**config.mk**
```make
export PLATFORM = sky130hd
export DESIGN_NAME = srf_indicator
export DESIGN_NICKNAME = d
export VERILOG_FILES = /design/src/hw/srf_flash.v /design/src/hw/srf_indicator.v
export VERILOG_INCLUDE_DIRS = /design/src /design/src/hw
export SDC_FILE = /design/constraint.sdc
export NUM_CORES = 1
export LEC_CHECK = 0
export BUFFER_PORTS_ARGS = -buffer_cell sky130_fd_sc_hd__buf_2
export CELL_PAD_IN_SITES_DETAIL_PLACEMENT = 0
export CELL_PAD_IN_SITES_GLOBAL_PLACEMENT = 2
export CORE_ASPECT_RATIO = 0.5
export CORE_MARGIN = 1
export CORE_UTILIZATION = 43
export DETAILED_ROUTE_END_ITERATION = 6
export PLACE_DENSITY_LB_ADDON = 0.08
export SLEW_MARGIN = 30
export SYNTH_ARGS = -nofsm -noshare
export SYNTH_HDL_FRONTEND = slang
export SYNTH_SLANG_ARGS = --single-unit
```
**constraint.sdc**
```tcl
create_clock -name clk_sys -period 18.9 [get_ports clk_sys]
set_input_delay 2.835 -clock clk_sys [delete_from_list [all_inputs] [get_ports clk_sys]]
set_output_delay 2.835 -clock clk_sys [all_outputs]
set_load 0.05 [all_outputs]
```
**src/hw/srf_map.vh**
```
// Constants for the safety relay status and fault indicator.
// Assumes a 100 MHz system clock; included by bare name.
`ifndef SRF_MAP_VH
`define SRF_MAP_VH
// Clock rate in kHz, times in ms
`define SRF_CLK_KHZ 100000
`define SRF_SUPPLY_LOSS_MS 20
`define SRF_OFF_MIN_MS 1000
`define SRF_FB_TIMEOUT_MS 150
`define SRF_FLASH_MS 1000
`define SRF_SHORT_MS 200
`define SRF_LEAD_PAUSE_MS 2000
`define SRF_DIGIT_PAUSE_MS 2000
`define SRF_BLINK_MS 500
`define SRF_TEST_PERIOD_MS 100
// Test pulse low time in cycles (1 us)
`define SRF_TEST_LOW_CYC 100
`define SRF_INIT_MS 500
// Fault code layout: four 4-bit digits, count of digits
`define SRF_DIG_W 4
`define SRF_CODE_W 16
`define SRF_NDIG_W 3
`define SRF_SHORT_COUNT 3
// Feedback timeout code 1,8
`define SRF_CODE_FB 16'h0018
`define SRF_NDIG_FB 3'h2
// Supply interruption code 8,2
`define SRF_CODE_SUP 16'h0082
`define SRF_NDIG_SUP 3'h2
`endif

```
**src/hw/srf_flash.v**
```verilog
// Fault code flasher: three short flashes, lead pause, digit flash groups.
// Assumes code digits are packed most significant first in the low digits.
`timescale 1ns/10ps
`include "srf_map.vh"
module srf_flash #(
   parameter [31:0] SHORT_CYC = 32'h0000_0010,
   parameter [31:0] FLASH_CYC = 32'h0000_0040,
   parameter [31:0] PAUSE_CYC = 32'h0000_0080
) (
   // Clock and reset
   input wire clk_sys,
   input wire rst,
   // Code in
   input wire run,
   input wire [`SRF_CODE_W-1:0] code,
   input wire [`SRF_NDIG_W-1:0] ndig,
   // Lamp out
   output reg lamp
);
   localparam [2:0] ST_IDLE = 3'h0;
   localparam [2:0] ST_SHORT = 3'h1;
   localparam [2:0] ST_LEAD = 3'h2;
   localparam [2:0] ST_DIGIT = 3'h3;
   localparam [2:0] ST_GAP = 3'h4;
   // Timers run down to zero inclusive, so each load is one less
   localparam [31:0] SHORT_LD = SHORT_CYC - 32'h0000_0001;
   localparam [31:0] FLASH_LD = FLASH_CYC - 32'h0000_0001;
   localparam [31:0] PAUSE_LD = PAUSE_CYC - 32'h0000_0001;
   reg [2:0] state;
   reg [31:0] tmr;
   reg [4:0] cnt;
   reg [2:0] dig;
   reg [3:0] dval;
   always @* begin
      case (dig)
         3'h0: dval = code[`SRF_DIG_W*0 +: `SRF_DIG_W];
         3'h1: dval = code[`SRF_DIG_W*1 +: `SRF_DIG_W];
         3'h2: dval = code[`SRF_DIG_W*2 +: `SRF_DIG_W];
         default: dval = code[`SRF_DIG_W*3 +: `SRF_DIG_W];
      endcase
   end
   // Zero digit shows as sixteen flashes
   wire [4:0] want = (dval == 4'h0) ? 5'h10 : {1'b0, dval};
   // Each flash is on for one period, then off for one period
   wire half_done = (tmr == 32'h0000_0000);
   always @(posedge clk_sys or posedge rst) begin
      if (rst) begin
         state <= ST_IDLE;
         tmr <= 32'h0000_0000;
         cnt <= 5'h00;
         dig <= 3'h0;
         lamp <= 1'b0;
      end else if (!run) begin
         state <= ST_IDLE;
         lamp <= 1'b0;
      end else begin
         if (!half_done) tmr <= tmr - 32'h0000_0001;
         case (state)
            ST_IDLE: begin
               state <= ST_SHORT;
               cnt <= 5'h00;
               lamp <= 1'b1;
               tmr <= SHORT_LD;
            end
            ST_SHORT: if (half_done) begin
               if (lamp) begin
                  lamp <= 1'b0;
                  tmr <= SHORT_LD;
                  cnt <= cnt + 5'h01;
               end else if (cnt == `SRF_SHORT_COUNT) begin
                  state <= ST_LEAD;
                  tmr <= PAUSE_LD;
               end else begin
                  lamp <= 1'b1;
                  tmr <= SHORT_LD;
               end
            end
            ST_LEAD: if (half_done) begin
               state <= ST_DIGIT;
               dig <= ndig - 3'h1;
               cnt <= 5'h00;
               lamp <= 1'b1;
               tmr <= FLASH_LD;
            end
            ST_DIGIT: if (half_done) begin
               if (lamp) begin
                  lamp <= 1'b0;
                  tmr <= FLASH_LD;
                  cnt <= cnt + 5'h01;
               end else if (cnt == want) begin
                  state <= ST_GAP;
                  tmr <= PAUSE_LD;
               end else begin
                  lamp <= 1'b1;
                  tmr <= FLASH_LD;
               end
            end
            ST_GAP: if (half_done) begin
               cnt <= 5'h00;
               if (dig == 3'h0) begin
                  state <= ST_IDLE;
               end else begin
                  dig <= dig - 3'h1;
                  state <= ST_DIGIT;
                  lamp <= 1'b1;
                  tmr <= FLASH_LD;
               end
            end
            default: state <= ST_IDLE;
         endcase
      end
   end
endmodule // srf_flash

```
**src/hw/srf_indicator.v**
```verilog
// Status and fault indication, supply supervision and AND-link gating.
// Assumes pins are asynchronous; enable request comes from input logic.
// Contract
// Flash power LED during mode detection, steady once ready.
// Mode is sampled only during the initialisation phase.
// Channel LEDs follow safety outputs 14 and 24 exactly; the code drives them from on14 and on24, so test pulses do not show.
// Power LED also flashes on unknown mode or missing start; the code has no unknown-mode check, only start_pending.
// Channel LEDs alternate on open feedback at start or one channel open.
// Supply gap over 20 ms is an error: outputs low, error shown.
// Locked out until supply is off at least 1 s then back.
// Coded fault starts with three short flashes then a pause.
// Each digit shown as one-second flashes, count equals digit.
// One to four digits, pauses between, whole sequence repeats.
// Digits 1 to 15 flash that often; zero flashes sixteen times.
// Test pulses are injected on high safety outputs.
// Low AND-link input forces the safety outputs low.
// A loaded linking output feeds at most four downstream inputs.
// An unloaded linking output feeds at most fifty inputs.
// Each linked stage adds its own delay; latencies sum.
// Feedback must close within 150 ms after output falls.
// Flash and pause durations are cycle-count constants.
`timescale 1ns/10ps
`include "srf_map.vh"
module srf_indicator #(
   parameter [31:0] SUPPLY_LOSS_CYC = `SRF_SUPPLY_LOSS_MS * `SRF_CLK_KHZ,
   parameter [31:0] OFF_MIN_CYC = `SRF_OFF_MIN_MS * `SRF_CLK_KHZ,
   parameter [31:0] FB_TIMEOUT_CYC = `SRF_FB_TIMEOUT_MS * `SRF_CLK_KHZ,
   parameter [31:0] FLASH_CYC = `SRF_FLASH_MS * `SRF_CLK_KHZ,
   parameter [31:0] SHORT_CYC = `SRF_SHORT_MS * `SRF_CLK_KHZ,
   parameter [31:0] PAUSE_CYC = `SRF_LEAD_PAUSE_MS * `SRF_CLK_KHZ,
   parameter [31:0] BLINK_CYC = `SRF_BLINK_MS * `SRF_CLK_KHZ,
   parameter [31:0] TEST_CYC = `SRF_TEST_PERIOD_MS * `SRF_CLK_KHZ,
   parameter [31:0] INIT_CYC = `SRF_INIT_MS * `SRF_CLK_KHZ
) (
   // Clock and power-up reset
   input wire clk_sys,
   input wire rst,
   // Pins from the field
   input wire supply_ok,
   input wire and_link_input,
   input wire feedback_14,
   input wire feedback_24,
   input wire mode_pin,
   // From input circuit evaluation
   input wire enable_14,
   input wire enable_24,
   input wire start_pending,
   input wire one_channel_open,
   input wire ext_fault,
   input wire [`SRF_CODE_W-1:0] ext_code,
   input wire [`SRF_NDIG_W-1:0] ext_ndig,
   // Safety outputs and state
   output reg out_14,
   output reg out_24,
   output reg ready,
   output reg mode_latched,
   output reg locked,
   // LEDs
   output reg power_led,
   output reg first_channel_led,
   output reg second_channel_led
);
   localparam [1:0] PH_INIT = 2'h0;
   localparam [1:0] PH_RUN = 2'h1;
   localparam [1:0] PH_LOCK = 2'h2;
   // Two-flop synchronisers for field pins
   reg [4:0] sync_a;
   reg [4:0] sync_b;
   always @(posedge clk_sys or posedge rst) begin
      if (rst) begin
         sync_a <= 5'h00;
         sync_b <= 5'h00;
      end else begin
         sync_a <= {mode_pin, feedback_24, feedback_14, and_link_input,
                    supply_ok};
         sync_b <= sync_a;
      end
   end
   wire sup = sync_b[0];
   // Link pin sync delay adds to the latency of each linked stage
   wire link = sync_b[1];
   wire fb14 = sync_b[2];
   wire fb24 = sync_b[3];
   wire mode_s = sync_b[4];

   reg [1:0] phase;
   reg [31:0] init_tmr;
   reg [31:0] loss_tmr;
   reg [31:0] off_tmr;
   reg [31:0] fb_tmr;
   reg [31:0] blink_tmr;
   reg [31:0] test_tmr;
   reg blink;
   reg fb_armed;
   reg fb_fault;
   reg sup_fault;
   reg en14_q;
   reg en24_q;

   function [31:0] dec;
      input [31:0] v;
      begin
         dec = (v == 32'h0000_0000) ? v : v - 32'h0000_0001;
      end
   endfunction

   // Gated enables: link low forces outputs low
   wire run = (phase == PH_RUN);
   wire g14 = run & link & enable_14 & ~fb_fault;
   wire g24 = run & link & enable_24 & ~fb_fault;
   // On-state: an output switches on only with its feedback loop closed
   wire on14 = g14 & (fb14 | en14_q);
   wire on24 = g24 & (fb24 | en24_q);
   wire start_fb_open = (g14 & ~en14_q & ~fb14) | (g24 & ~en24_q & ~fb24);
   wire pulse_low = (test_tmr < `SRF_TEST_LOW_CYC);
   wire fault_on = fb_fault | sup_fault | ext_fault;
   wire [`SRF_CODE_W-1:0] code = sup_fault ? `SRF_CODE_SUP :
      (fb_fault ? `SRF_CODE_FB : ext_code);
   wire [`SRF_NDIG_W-1:0] ndig = sup_fault ? `SRF_NDIG_SUP :
      (fb_fault ? `SRF_NDIG_FB : ext_ndig);
   wire code_lamp;

   srf_flash #(
      .SHORT_CYC(SHORT_CYC),
      .FLASH_CYC(FLASH_CYC),
      .PAUSE_CYC(PAUSE_CYC)
   ) u_flash (
      .clk_sys(clk_sys),
      .rst(rst),
      .run(fault_on),
      .code(code),
      .ndig(ndig),
      .lamp(code_lamp)
   );

   always @(posedge clk_sys or posedge rst) begin
      if (rst) begin
         phase <= PH_INIT;
         init_tmr <= 32'h0000_0000;
         loss_tmr <= 32'h0000_0000;
         off_tmr <= 32'h0000_0000;
         fb_tmr <= 32'h0000_0000;
         blink_tmr <= 32'h0000_0000;
         test_tmr <= 32'h0000_0000;
         blink <= 1'b0;
         fb_armed <= 1'b0;
         fb_fault <= 1'b0;
         sup_fault <= 1'b0;
         en14_q <= 1'b0;
         en24_q <= 1'b0;
         ready <= 1'b0;
         mode_latched <= 1'b0;
         locked <= 1'b0;
         out_14 <= 1'b0;
         out_24 <= 1'b0;
         power_led <= 1'b0;
         first_channel_led <= 1'b0;
         second_channel_led <= 1'b0;
      end else begin
         blink_tmr <= dec(blink_tmr);
         if (blink_tmr == 32'h0000_0000) begin
            blink_tmr <= BLINK_CYC;
            blink <= ~blink;
         end
         test_tmr <= (test_tmr == 32'h0000_0000) ? TEST_CYC : dec(test_tmr);
         // Off time counts from the supply loss itself, saturating at limit
         off_tmr <= sup ? 32'h0000_0000 :
            (off_tmr == OFF_MIN_CYC) ? off_tmr : off_tmr + 32'h0000_0001;
         case (phase)
            PH_INIT: begin
               mode_latched <= mode_s;
               init_tmr <= init_tmr + 32'h0000_0001;
               if (sup && init_tmr >= INIT_CYC) begin
                  phase <= PH_RUN;
                  ready <= 1'b1;
               end
            end
            PH_RUN: begin
               // Supply gap longer than limit locks out
               loss_tmr <= sup ? 32'h0000_0000 : loss_tmr + 32'h0000_0001;
               if (!sup && loss_tmr >= SUPPLY_LOSS_CYC) begin
                  phase <= PH_LOCK;
                  sup_fault <= 1'b1;
                  ready <= 1'b0;
                  locked <= 1'b1;
               end
            end
            PH_LOCK: begin
               // Leave only after supply off for the minimum time
               if (sup && off_tmr >= OFF_MIN_CYC) begin
                  phase <= PH_INIT;
                  init_tmr <= 32'h0000_0000;
                  sup_fault <= 1'b0;
                  fb_fault <= 1'b0;
                  locked <= 1'b0;
               end
            end
            default: phase <= PH_INIT;
         endcase
         // Feedback must close after an output falls
         en14_q <= on14;
         en24_q <= on24;
         if ((en14_q & ~on14) | (en24_q & ~on24)) begin
            fb_armed <= 1'b1;
            fb_tmr <= FB_TIMEOUT_CYC;
         end else if (fb_armed) begin
            fb_tmr <= dec(fb_tmr);
            if (fb14 & fb24)
               fb_armed <= 1'b0;
            else if (fb_tmr == 32'h0000_0000) begin
               fb_armed <= 1'b0;
               fb_fault <= 1'b1;
            end
         end
         // Outputs carry test pulses while high
         out_14 <= on14 & ~pulse_low;
         out_24 <= on24 & ~pulse_low;
         power_led <= (run && !start_pending) ? 1'b1 : blink;
         if (fault_on) begin
            first_channel_led <= code_lamp;
            second_channel_led <= 1'b0;
         end else if (start_fb_open | one_channel_open) begin
            first_channel_led <= blink;
            second_channel_led <= ~blink;
         end else begin
            // Steady high with pulses hidden from the LED
            first_channel_led <= on14;
            second_channel_led <= on24;
         end
      end
   end
endmodule // srf_indicator

```
==> results.rst <==
.. list-table::
   :header-rows: 1

   * - Metric
     - Value
   * - Outcome
     - completed
   * - Internal power of the cells
     - between 0.9 and 1 mW
   * - Actual transition at the worst max-transition pin
     - about 0.9 ns
   * - Boundary pin count
     - 39
   * - CTS Buffer Depth
     - 3
   * - Largest fanout of any net on the critical path
     - 5
   * - Clock transition at path regs
     - 0.07 ns
   * - Switching power share of the total
     - 0.269
   * - Post-route fraction of the period consumed by the critical path
     - 0.252
   * - Most common flop cell mapped by yosys
     - sky130_fd_sc_hd__dfrtp_1
   * - Power share of the sequential group
     - 0.468
   * - Delay of the slowest cell on the worst path
     - 0.64 ns
   * - Reported max-cap violation count
     - 0
   * - Worst reg-to-reg setup slack
     - roughly 15 ns
   * - F_max
     - 210 MHz
   * - Std-Cell Rows
     - 45
   * - Post-DP HPWL
     - ~20000 um
   * - Number of cells on the worst hold path
     - 0
   * - Fin crit period
     - roughly 4.8 ns
   * - Sequential share of the synthesized area
     - 0.488
   * - Starting density of the core
     - 0.440
   * - Number of cell instances on the worst register-to-register path
     - 9
   * - Routed wire per std cell
     - 15.6 um
   * - Number of failing setup endpoints in the final timing report
     - 0
   * - Total die area
     - 0.0319 mm2
   * - Fin. max-slew vios
     - 0
   * - Number of design rule violations left after detail routing
     - 0
   * - Cell area power density
     - 89.0 mW/mm2
   * - Total number of nets in the final design
     - roughly 1600
   * - Crit path kind
     - in2reg
   * - Die extent in y
     - ~130 um
   * - Final RePlAce weighted congestion
     - between 0.8 and 0.9
   * - Number of nets with antenna violations after detailed routing
     - 0
   * - Iteration-0 DRC count of the detailed router
     - roughly 760
   * - Endpoint of the worst-slack reg-to-reg timing path
     - u_flash.tmr[13]
   * - Synth warn
     - 0
   * - Number of buffers created by CTS
     - 26
   * - Grt total ovfl
     - 0
   * - Fraction of final layout cells with drive strength greater than 1
     - 0.0771
   * - Antenna fix cells
     - 0
   * - Synth Register Bits
     - 261
   * - Maximum vdd drop
     - 0.0000548 V
   * - Average instance area after synthesis
     - around 9.1 um2
   * - Biggest area contributors in the synthesized netlist
     - sky130_fd_sc_hd__dfrtp_1 (49%), sky130_fd_sc_hd__nor2_1 (6.6%), sky130_fd_sc_hd__xor2_1 (5.6%)
   * - Worst hold path startpoint
     - sync_a[2]
   * - Number of global-route vias before repair
     - a little over 10000
   * - Critical path arrival
     - 5.19 ns
   * - Worst Hold End
     - sync_b[2]
   * - Part of the total power dissipated in combinational logic
     - 0.114
   * - Data required time at the worst endpoint
     - roughly 19 ns
   * - Fin area
     - between 0.01 and 0.015 mm2
   * - CTS root buffer
     - sky130_fd_sc_hd__clkbuf_16
   * - Post-synth cell types
     - 70
   * - Total Neg Setup Slack
     - 0 ns
   * - CP startpoint kind
     - input port
   * - Core Footprint
     - approximately 0.030 mm2
   * - Insertion delay to the later sink of the worst-skew pair
     - 0.54 ns
   * - Fraction of synthesized cell area taken by the top area cell type
     - 0.488
   * - Remaining max-slew budget at the tightest pin
     - 0.388
   * - Buffers inserted during post-CTS setup optimization
     - 0
   * - Critical path capture point type
     - flop
   * - Unrepaired setup endpoints after global routing
     - no
   * - Number of clock sinks seen by CTS
     - roughly 260
   * - Antenna violations before repair
     - 0
   * - Startpoint of the lowest-slack register-to-register path
     - u_flash.tmr[20]
   * - Post-synth EDFFs
     - 0
   * - Worst min-delay path class
     - reg2reg
   * - Maximum clock skew at final layout
     - roughly 0.013 ns
   * - Hold violation total from the final report
     - 0
   * - Number of buffers added on ports
     - 38
   * - Routed Wire Length
     - 30400 um
   * - Number of levels the H-tree was split into
     - 1
   * - CTS tree
     - built
   * - First-pass GRT wire length
     - approximately 52000 um
   * - Resized Gates After CTS
     - 0
   * - Switching power
     - approximately 0.36 mW
   * - Clock network fraction of design power
     - 0.418
   * - Cts-stage hold buffer count
     - 0
   * - GRT Total Usage
     - 0.196
   * - Via density
     - about 5.4
   * - Total standard cell area after synthesis
     - 0.0134 mm2
   * - Via total after detailed routing
     - 10600
   * - Maximum number of pins on one net before global-route repair
     - between 100 and 150
   * - Die span in x
     - 252 um
   * - Async S/R FF share, synth
     - 1.00
   * - Count of mapped cells out of synthesis
     - approximately 1500
   * - Critical Path Slowest Stage Cell
     - sky130_fd_sc_hd__or4_1
   * - Static Leakage
     - 6.16 nW
   * - Net count after synthesis
     - roughly 1500
   * - Cells traversed along the worst timing path
     - buf_2 -> a222oi_1 -> or3_1 -> a21boi_0 -> xor2_1 -> or4_1 -> o41ai_1 -> a21oi_1 -> o22a_1
   * - Library cell occupying the most area in the post-synthesis netlist
     - sky130_fd_sc_hd__dfrtp_1
   * - Fillcell total
     - around 2800
   * - Area grow syn2layout
     - 11.6%
   * - DP Area
     - between 0.01 and 0.015 mm2
   * - Pre-Repair DR Iteration Count
     - 5
## sequential cells by signal, summed over array words and instances, names as in the netlist, 2 cells and up
name and count:
u_flash.cnt 5, init_tmr 32, sync_a 5, blink_tmr 32, test_tmr 32, u_flash.tmr 32, phase 2, fb_tmr 32
off_tmr 32, sync_b 5, u_flash.dig 3, loss_tmr 32, u_flash.state 3
## per-stage QoR
stage | utilization | setup WS, ns | std cells | total power [mW] | hold slack [ns]
6_report | 0.491 | 14.14 | 1941 | 1.33 | 0.352
5_1_grt | 0.491 | 13.90 | 1941 | 1.40 | 0.369
4_1_cts | 0.490 | 14.18 | 1941 | 1.35 | 0.354
3_5_place_dp | 0.461 | 13.62 | 1895 | 0.784 | 0.340
3_3_place_gp | 0.460 | 13.65 | 1894 | 0.782 | 0.333
2_1_floorplan | - | 8.88 | 1468 | 0.737 | 0.331
## cell type report
cell class              count  area, um2  area share
well taps                 423        529      0.0354
clock inverters            10        154      0.0103
multi-input cells        1134       6590       0.441
repair buffers             48        270      0.0181
flip-flops and latches    261       6530       0.437
clock buffers              36        749      0.0502
inverters                  29        116     0.00779
## critical path: cells and delay by family
family          cells  cell delay [ns]
simple gates        2             0.95
buf+inv             1             0.07
xor+xnor            1             0.14
compound gates      5             1.19
## per-layer routing
| metal | up-vias | wire [um] | share of wire | global-route usage |
|---|---|---|---|---|
| met3 | 29 | 1020 | 0.034 | 0.0304 |
| li1 | 5252 | - | - | - |
| met1 | 5138 | 15400 | 0.51 | 0.286 |
| met2 | 144 | 13600 | 0.45 | 0.311 |
| met5 | - | 0 | 0 | 0 |
| met4 | 0 | 360 | 0.012 | 0.0326 |
## how the worst max path moves through the flow
stage / from / endpoint / depth (start not counted)
4_1_cts: ext_code[2] / u_flash.tmr[18] / 9
3_5_place_dp: ext_code[2] / u_flash.tmr[27] / 9
2_1_floorplan: rst / blink / 1
3_3_place_gp: ext_code[2] / u_flash.tmr[18] / 9
5_1_grt: ext_code[2] / u_flash.tmr[18] / 9
6_report: ext_code[2] / u_flash.tmr[18] / 9
## placed cells by master (no fill, tap or decap), drive strengths merged, types with 28 or more instances in the layout
cell type	instances
a21oi	48
buf	48
clkbuf	36
dfrtp	261
inv	28
nand2	134
nand3	82
nor2	235
nor3	63
nor4	33
o21ai	112
or3	30
xnor2	62
xor2	86
## power groups by stage
stage	sequential, mW	combinational, mW	clock (mW)
detailed placement	0.633	0.152	0
CTS	0.623	0.152	0.573
floorplan	0.621	0.116	0
finish	0.623	0.151	0.556
global placement	0.633	0.149	0
global route	0.628	0.175	0.596
## synth_stat cells, types with 3 or more instances
cell,n
sky130_fd_sc_hd__a211oi_1,10
sky130_fd_sc_hd__nand2_1,133
sky130_fd_sc_hd__nor3_1,63
sky130_fd_sc_hd__a32oi_1,3
sky130_fd_sc_hd__o31ai_1,11
sky130_fd_sc_hd__nand2b_1,14
sky130_fd_sc_hd__and3_1,20
sky130_fd_sc_hd__or2_2,13
sky130_fd_sc_hd__nand3b_1,3
sky130_fd_sc_hd__dfrtp_1,261
sky130_fd_sc_hd__nand3_1,82
sky130_fd_sc_hd__and2_1,6
sky130_fd_sc_hd__nor3b_1,5
sky130_fd_sc_hd__o41ai_1,7
sky130_fd_sc_hd__o21ai_0,111
sky130_fd_sc_hd__or4_1,18
sky130_fd_sc_hd__or3_1,30
sky130_fd_sc_hd__o211ai_1,6
sky130_fd_sc_hd__a21oi_1,48
sky130_fd_sc_hd__buf_2,6
sky130_fd_sc_hd__nand4_1,26
sky130_fd_sc_hd__mux2i_1,3
sky130_fd_sc_hd__a31oi_1,11
sky130_fd_sc_hd__nor4_1,32
sky130_fd_sc_hd__xnor2_1,62
sky130_fd_sc_hd__and4_1,15
sky130_fd_sc_hd__a311oi_1,3
sky130_fd_sc_hd__a22o_1,6
sky130_fd_sc_hd__o22a_1,3
sky130_fd_sc_hd__ha_1,19
sky130_fd_sc_hd__nor2_1,235
sky130_fd_sc_hd__xor2_1,86
sky130_fd_sc_hd__inv_1,27
sky130_fd_sc_hd__clkbuf_1,38
sky130_fd_sc_hd__nor2b_1,10
## kinds of logic after synthesis
family | share of synthesized area
simple gates | 0.258
flops | 0.488
compound gates | 0.114
xor+xnor | 0.0968
buf+inv | 0.0210
fa+ha+maj | 0.0186
mux | 0.00308
No activity file was read; power rests on OpenSTA's default activity.
